`src/rtl/cca_pkg.sv`:
```
// Register indices, field positions and reset values of the counter array
package cca_pkg;

  // Register indices; byte address is four times the index
  localparam logic [7:0] MODE0_IDX   = 8'hDA;
  localparam logic [7:0] MODE1_IDX   = 8'hDB;
  localparam logic [7:0] CNT_LO_IDX  = 8'hE9;
  localparam logic [7:0] CNT_HI_IDX  = 8'hF9;
  localparam logic [7:0] CMP0_LO_IDX = 8'hEA;
  localparam logic [7:0] CMP1_LO_IDX = 8'hEB;
  localparam logic [7:0] CMP0_HI_IDX = 8'hFA;
  localparam logic [7:0] CMP1_HI_IDX = 8'hFB;
  localparam logic [7:0] STATUS_IDX  = 8'hD8;
  localparam logic [7:0] CLEAR_IDX   = 8'hC0;
  localparam logic [7:0] ENABLE_IDX  = 8'hC1;

  // Index field of the byte address
  localparam int IDX_LSB = 2;
  localparam int IDX_MSB = 9;

  // Mode register fields
  localparam int MODULE_IRQ_ENABLE   = 0;
  localparam int PULSE_WIDTH_MODE    = 1;
  localparam int MATCH_TOGGLE_ENABLE = 2;
  localparam int MATCH_FLAG_ENABLE   = 3;
  localparam int CAPTURE_FALL_ENABLE = 4;
  localparam int CAPTURE_RISE_ENABLE = 5;
  localparam int COMPARE_ENABLE      = 6;
  localparam logic [7:0] MODE_MASK   = 8'h7F;

  // Reset values
  localparam logic [7:0]  MODE_RST = 8'h00;
  localparam logic [15:0] CNT_RST  = 16'h0000;
  localparam logic [7:0]  CMP_RST  = 8'h00;

  // Low byte value that precedes a rollover
  localparam logic [7:0] LOW_BYTE_TOP = 8'hFF;

  // Number of compare/capture modules
  localparam int NUM_MODULES = 2;

endpackage

```
`src/rtl/counter_array_module_mode_control.sv`:
```
// Counter array: free-running counter, two compare/capture modules, AHB-Lite
//
// Chosen here: register access over AHB-Lite.
`timescale 1ns/1ps
`default_nettype none

module counter_array_module_mode_control
  import cca_pkg::*;
#(
  parameter int MODULES = NUM_MODULES
)(
  // Clock and reset
  input  wire logic                clock,
  input  wire logic                rst_b,
  // AHB-Lite slave
  input  wire logic                hsel,
  input  wire logic [31:0]         haddr,
  input  wire logic [1:0]          htrans,
  input  wire logic                hwrite,
  input  wire logic [2:0]          hsize,
  input  wire logic [31:0]         hwdata,
  input  wire logic                hready,
  output logic                     hreadyout,
  output logic                     hresp,
  output logic [31:0]              hrdata,
  // Module pins
  input  wire logic [MODULES-1:0]  modulePinIn,
  output logic [MODULES-1:0]       modulePinOut,
  output logic [MODULES-1:0]       modulePinOe,
  // Interrupt
  output logic                     irq
);

  typedef struct packed {
    logic [15:0]              counter;
    logic [MODULES-1:0][7:0]  mode;
    logic [MODULES-1:0][7:0]  cmpLo;
    logic [MODULES-1:0][7:0]  cmpHi;
    logic [MODULES-1:0]       flags;
    logic [MODULES-1:0]       intEn;
    logic [MODULES-1:0]       pinPrev;
    logic [MODULES-1:0]       pinOut;
    logic [MODULES-1:0]       pinOe;
    logic                     wrPend;
    logic [7:0]               wrIdx;
    logic [7:0]               rdata;
    logic                     ready;
    logic                     irq;
  } state_t;

  state_t s;
  state_t next_s;

  logic [MODULES-1:0] riseEdge;
  logic [MODULES-1:0] fallEdge;
  logic [MODULES-1:0] capHit;
  logic [MODULES-1:0] matchHit;
  logic [MODULES-1:0] pwmOn;
  logic               accept;
  logic               rollover;

  assign accept   = hsel & htrans[1] & hready;
  assign rollover = (s.counter[7:0] == LOW_BYTE_TOP);

  // Per-module edge, capture and match detection
  genvar g;
  generate
    for (g = 0; g < MODULES; g++)
    begin : gen_mod
      assign riseEdge[g] = modulePinIn[g] & ~s.pinPrev[g];
      assign fallEdge[g] = ~modulePinIn[g] & s.pinPrev[g];
      assign capHit[g] =
        (riseEdge[g] & s.mode[g][CAPTURE_RISE_ENABLE]) |
        (fallEdge[g] & s.mode[g][CAPTURE_FALL_ENABLE]);
      assign pwmOn[g] = s.mode[g][PULSE_WIDTH_MODE] &
                        s.mode[g][COMPARE_ENABLE];
      assign matchHit[g] = s.mode[g][COMPARE_ENABLE] & ~pwmOn[g] &
                           (s.counter == {s.cmpHi[g], s.cmpLo[g]});
    end
  endgenerate

  // Register read mux
  function automatic logic [7:0] readReg(input state_t st,
                                         input logic [7:0] idx);
    logic [7:0] v;
    v = 8'h00;
    case (idx)
      MODE0_IDX:   v = st.mode[0];
      MODE1_IDX:   v = st.mode[1];
      CNT_LO_IDX:  v = st.counter[7:0];
      CNT_HI_IDX:  v = st.counter[15:8];
      CMP0_LO_IDX: v = st.cmpLo[0];
      CMP1_LO_IDX: v = st.cmpLo[1];
      CMP0_HI_IDX: v = st.cmpHi[0];
      CMP1_HI_IDX: v = st.cmpHi[1];
      STATUS_IDX:  v = 8'({st.flags});
      ENABLE_IDX:  v = 8'({st.intEn});
      default:     v = 8'h00;
    endcase
    return v;
  endfunction

  always_comb
  begin
    next_s = s;
    next_s.ready = 1'b1;
    next_s.counter = s.counter + 16'h0001;
    next_s.pinPrev = modulePinIn;
    next_s.wrPend = accept & hwrite;
    next_s.wrIdx = haddr[IDX_MSB:IDX_LSB];
    // Software writes in the data phase
    if (s.wrPend)
    begin
      case (s.wrIdx)
        MODE0_IDX:   next_s.mode[0] = hwdata[7:0] & MODE_MASK;
        MODE1_IDX:   next_s.mode[1] = hwdata[7:0] & MODE_MASK;
        CNT_LO_IDX:  next_s.counter[7:0] = hwdata[7:0];
        CNT_HI_IDX:  next_s.counter[15:8] = hwdata[7:0];
        CMP0_LO_IDX: next_s.cmpLo[0] = hwdata[7:0];
        CMP1_LO_IDX: next_s.cmpLo[1] = hwdata[7:0];
        CMP0_HI_IDX: next_s.cmpHi[0] = hwdata[7:0];
        CMP1_HI_IDX: next_s.cmpHi[1] = hwdata[7:0];
        CLEAR_IDX:   next_s.flags = s.flags & ~hwdata[MODULES-1:0];
        ENABLE_IDX:  next_s.intEn = hwdata[MODULES-1:0];
        default:     next_s.flags = next_s.flags;
      endcase
    end
    // Hardware events win over software writes
    for (int i = 0; i < MODULES; i++)
    begin
      next_s.pinOe[i] = pwmOn[i] |
        (s.mode[i][COMPARE_ENABLE] & s.mode[i][MATCH_TOGGLE_ENABLE]);
      if (capHit[i])
      begin
        next_s.cmpLo[i] = s.counter[7:0];
        next_s.cmpHi[i] = s.counter[15:8];
        next_s.flags[i] = 1'b1;
      end
      if (matchHit[i] & s.mode[i][MATCH_FLAG_ENABLE])
        next_s.flags[i] = 1'b1;
      if (matchHit[i] & s.mode[i][MATCH_FLAG_ENABLE] &
          s.mode[i][MATCH_TOGGLE_ENABLE])
        next_s.pinOut[i] = ~s.pinOut[i];
      if (pwmOn[i])
      begin
        next_s.pinOut[i] = (s.counter[7:0] >= s.cmpLo[i]);
        if (rollover)
          next_s.cmpLo[i] = s.cmpHi[i];
      end
    end
    next_s.irq = 1'b0;
    for (int i = 0; i < MODULES; i++)
      next_s.irq = next_s.irq | (next_s.flags[i] & next_s.intEn[i] &
                                 next_s.mode[i][MODULE_IRQ_ENABLE]);
    if (accept & ~hwrite)
      next_s.rdata = readReg(next_s, haddr[IDX_MSB:IDX_LSB]);
  end

  always_ff @(posedge clock)
  begin
    if (!rst_b)
      s <= '0;
    else
      s <= next_s;
  end

  assign hreadyout    = s.ready;
  assign hresp        = 1'b0;
  assign hrdata       = {24'h000000, s.rdata};
  assign modulePinOut = s.pinOut;
  assign modulePinOe  = s.pinOe;
  assign irq          = s.irq;

  logic noCntWrite;
  assign noCntWrite = ~(s.wrPend & ((s.wrIdx == CNT_LO_IDX) |
                                    (s.wrIdx == CNT_HI_IDX)));

  for (genvar k = 0; k < MODULES; k++)
  begin : gen_chk

  end
endmodule

`default_nettype wire

```
`config.mk`:
```
export PLATFORM = sky130hd
export DESIGN_NAME = counter_array_module_mode_control
export DESIGN_NICKNAME = d
export VERILOG_FILES = /design/src/rtl/cca_pkg.sv /design/src/rtl/counter_array_module_mode_control.sv
export SDC_FILE = /design/constraint.sdc
export NUM_CORES = 1
export LEC_CHECK = 0
export ABC_AREA = 1
export BUFFER_PORTS_ARGS = -buffer_cell sky130_fd_sc_hd__buf_2
export CORE_ASPECT_RATIO = 1.5
export CORE_MARGIN = 2
export CORE_UTILIZATION = 61
export CTS_CLUSTER_DIAMETER = 200
export DETAILED_ROUTE_END_ITERATION = 7
export GPL_TIMING_DRIVEN = 0
export PLACE_DENSITY = 0.86
export SYNTH_ARGS = -nofsm -noshare
export SYNTH_HDL_FRONTEND = slang
export SYNTH_SLANG_ARGS = --single-unit
export TNS_END_PERCENT = 30
```
`constraint.sdc`:
```
create_clock -name clock -period 5.95 [get_ports clock]
set_clock_uncertainty 0.15 [all_clocks]
set_input_delay 1.19 -clock clock [delete_from_list [all_inputs] [get_ports clock]]
set_output_delay 1.19 -clock clock [all_outputs]
set_load 0.01 [all_outputs]
```
Word level (Yosys, flattened, before mapping)
Index checks and enable logic that the tools add are counted.
W data, S select, Z words.

word-level totals
  flip-flop bits (word level) = 93
  output and inout port bits = 39
  logic and storage cells = 119

operators by class
  $add $sub $neg = 1
  order comparisons = 2
  equal/unequal tests = 23
  multiplexer cells = 29
  bitwise gates (word level) = 44
  reduce and logical (&&, ||, !) cells = 2

operator list
  cell                     count
  $eq A8 B8 Y1 const B     21
  $mux W8                  16
  $pmux W8 S10             1
  $mux W68                 1
  $eq A16 B16 Y1           2
  $and A1 B1 Y1            28
  $add A16 B1 Y16 const B  1
  $ge A8 B8 Y1             2
  $not A1 Y1               9
  $mux W1                  8
  $mux W2                  3
  $or A1 B1 Y1             5
  $reduce_bool A2 Y1       2
  $and A2 B2 Y2            1
  $not A2 Y2               1

Longest topological paths before layout
  depth after elaboration = 10
  gate-level depth with buffers = 14
  depth with buffers taken out = 14

Worst setup path after synthesis
No wires, ideal clock.

  path type = input to register
  start point = input port modulePinIn[0]
  end point = register s, in the netlist hrdata[6]
  setup time = 0.132 ns
  data arrival time = 2.262 ns
  required time = 5.668 ns
  slack = 3.406 ns
  cell stages on the path = 10
  buffers on the path = 1
  cell sequence = a21o_1 nand2_1 buf_1 nand3_1 nand3_1 nand2_1 nor2_1 nand3_1 nand2_1 a21oi_2

on the way
  longest elaborated chain between the ends = 8

RTL lines
  item                    RTL line                                  source
  start: declaration      counter_array_module_mode_control.sv:27   input wire logic [MODULES-1:0] modulePinIn,
  $not A1 Y1              counter_array_module_mode_control.sv:71   assign fallEdge[g] = ~modulePinIn[g] & s.pinPrev[g];
  $and A1 B1 Y1           counter_array_module_mode_control.sv:71
  $and A1 B1 Y1           counter_array_module_mode_control.sv:74   (fallEdge[g] & s.mode[g][CAPTURE_FALL_ENABLE]);
  $or A1 B1 Y1 (*)        counter_array_module_mode_control.sv:73   (riseEdge[g] & s.mode[g][CAPTURE_RISE_ENABLE]) |
  $mux W8                 counter_array_module_mode_control.sv:133  if (capHit[i])
  $mux W8                 counter_array_module_mode_control.sv:147  if (rollover)
  $mux W8                 counter_array_module_mode_control.sv:144  if (pwmOn[i])
  $pmux W8 S10 (*)        counter_array_module_mode_control.sv:87   case (idx)
  end signal: assignment  counter_array_module_mode_control.sv:164  s <= next_s;
  end: declaration        counter_array_module_mode_control.sv:51   state_t s;

Every way passes the cells marked *; elsewhere a longest branch is shown, timed or not.
A chain may end at the register's enable or synchronous reset.

Final worst setup path
Same ends and word-level chain as after synthesis.

==> impl_metrics.csv <==
group,metric,value,unit
run_status,status,"completed",
route,wl,23500,um
floorplanning,ios,115,
sta,period_minus_slack,3.20,ns
yosys,synth_most_common_cell,"nand2_1",
place,io_buffers,37,
hold_path,hold_class,"reg -> reg",
worst_setup_path,crit_fanout,10,
place,dpl_cell_area,6910,um^2
yosys,yosys.area_share.simple,0.433,
sta,tightest_slew,1.03,ns
sta,slew_headroom,0.309,
clock_network,numCtsBuffers,9,
sta,setup_ws,2.75,ns
clock_network,cts_root_buf,"clkbuf_16",
route,drc,0,
yosys,syn_area,6460,um^2
yosys,syn_area_per_cell,6.32,um^2
power,ir_drop,0.156,mV
route,first_pass_iters,6,
run,maxCapViolations,0,
final_layout,area_growth,11.8,%
yosys,synth_top_family_by_area,"simple AND/OR/NAND/NOR gates",
power,p_per_area,198,nW/um^2
worst_setup_path,path_class,"in -> reg",
clock_network,ctsHoldBuffers,0,
place,gp_congestion,1.07,
floorplanning,initial_core_util,0.620,
sta,rsz0062_at_grt,"no",
sta,finalHoldViolCount,0,
yosys,synth_ff_type,"dfxtp_1",
yosys,synthMuxAreaShare,0,
route,avgRoutedWirePerCell,18.9,um
floorplanning,die_h,130,um
route,viasPerCell,5.78,
floorplanning,num_rows,46,
yosys,synth_area_leader_cell,"dfxtp_1",
yosys,synth_commonest_cells,"282 x nand2_1, 136 x nand3_1, 118 x inv_1, 116 x nor2_1, 93 x dfxtp_1",
clock_network,post_cts_resized,0,
yosys,synth_compound_area_frac,0.0742,
route,drtAntennaViolNets,0,
yosys,synthArstFlopShare,0,
sta,whs,0.289,ns
final_layout,drive_gt1_frac,0.147,
place,dpl.hpwl,17600,um
clock_network,tritoncts,"yes",
global_route,grt_start_max_net_pins,18,
sta,drv_slew,0,
floorplanning,die-area,11400,um^2
yosys,synth_cell_types,44,
clock_network,clock_latency,0.35,ns
clock_network,post_cts_buffers,0,
final_layout,nets,1187,
clock_network,clock_path_buffers,2,
global_route,grt_pass1_vias,6609,
worst_setup_path,worstSetupEndpointType,"flip-flop",
place,pre_cts_slack,2.53,ns
worst_setup_path,critPathRequiredTime,6.02,ns
worst_setup_path,cp.arrival,3.27,ns
sta,fin_crit_sh,0.538,
final_layout,design_area,7220,um^2
yosys,seq_area_frac_synth,0.288,
power,power,1430,uW
clock_network,path_clk_slew,0.07,ns
clock_network,htreeDepth,3,
global_route,antenna_found_initial,0,
yosys,synthAdderAreaFrac,0.0329,
global_route,grt_pass1_wl,35300,um
floorplanning,die_w,88.0,um
yosys,synth_area_leaders,"dfxtp_1 29%, nand2_1 16%, nand3_1 11%",
sta,fin_tns_setup,0,ns
yosys,synth_cells,1022,
sta,setup_violations,0,
power,p_leak,0.00356,uW
yosys,synth_edf_count,0,
clock_network,numClockSinks,93,
sta,fmaxAchievable,313,MHz
route,first_iter_violations,753,
global_route,overflow,0,
yosys,ys_ff_latch,93,
worst_setup_path,start_kind,"input pin",
final_layout,insertedDiodeCount,0,
route,vias,7185,
global_route,track_usage,0.421,
yosys,yosys_warnings,0,
floorplanning,coreArea,10400,um^2
yosys,netlist.area_leader.share,0.288,
yosys,synth_xor_area_frac,0.0217,
[worst max-delay path, cell delays in order]
cell	delay, ns
buf_2	0.11
a21o_1	0.14
nand2_1	0.27
buf_1	0.64
nand3_1	0.19
nand3_1	0.11
nand2_1	0.05
nor2_1	0.11
nand3_1	0.25
nand2_1	0.15
a21oi_2	0.05
[per-stage QoR]
step,instances,util
finish,1243,0.693
floorplan,1046,-
detailed placement,1227,0.664
global route,1243,0.693
CTS,1243,0.693
global placement,1227,0.664
[layout make-up]
cell class	count	area (um^2)
multi-input combinational	752	3720
fill	962	3200
sequential	93	1860
buffer	73	484
inverter	128	480
clock buffer	9	225
timing repair buffer	37	185
tap	144	180
clock inverter	7	80.1
[path summary, 6_finish.rpt]
| kind | slack [ns] | startpoint | end | cells past startpoint |
|---|---|---|---|---|
| worst max-delay path | 2.75 | modulePinIn[0] | hrdata[6] | 11 |
| worst min register to register | 0.29 | s[76] | s[76] | 2 |
| worst min-delay path | 0.29 | s[76] | s[76] | 2 |
| worst max register to register | 3.34 | s[90] | hrdata[6] | 12 |
[flip-flops by register name (all words and copies together) (netlist names)]
signal	count
irq	1
hrdata	8
s	79
modulePinOe	2
hreadyout	1
modulePinOut	2
[routing by layer]
layer	vias to the layer above	track usage	wire length [um]
met5	-	0	0
met2	482	0.680	10800
li1	3341	-	-
met3	141	0.0784	2390
met1	3221	0.482	8250
met4	0	0.330	2070
[placed cells by master (no fill, tap or decap), types with 4 or more instances in the layout]
cell | netlist | layout
nor2_2 | 6 | 6
nand3_2 | 5 | 5
inv_1 | 118 | 118
buf_4 | 41 | 41
clkbuf_16 | 0 | 9
o21ai_0 | 21 | 21
o211ai_1 | 4 | 4
nand2_1 | 282 | 282
buf_2 | 13 | 50
inv_2 | 7 | 7
xnor2_1 | 10 | 10
nand2_2 | 5 | 5
or2_2 | 4 | 4
conb_1 | 1 | 25
a21oi_1 | 28 | 28
or2_1 | 7 | 7
dfxtp_1 | 93 | 93
clkbuf_1 | 10 | 10
nor2_4 | 4 | 4
ha_1 | 17 | 17
nor2_1 | 116 | 116
xor2_1 | 6 | 6
nand3_1 | 136 | 136
buf_6 | 5 | 5
nand4_1 | 26 | 26
o21ai_1 | 19 | 19
[report_power, final]
group / internal (uW) / total, uW / switching (uW)
combinational: 51.9 / 163 / 111
sequential: 636 / 649 / 12.9
clock: 333 / 616 / 282
total: 1020 / 1430 / 406
[kinds of logic (layout without fill, tap and decap cells)]
logic type | count (synthesis) | count (layout)
other cells | 1 | 25
xor+xnor | 16 | 16
compound gates | 85 | 85
buf+inv | 201 | 254
flops | 93 | 93
fa+ha+maj | 17 | 17
simple gates | 609 | 609
Note: power is estimated with default switching activity, not from simulation.
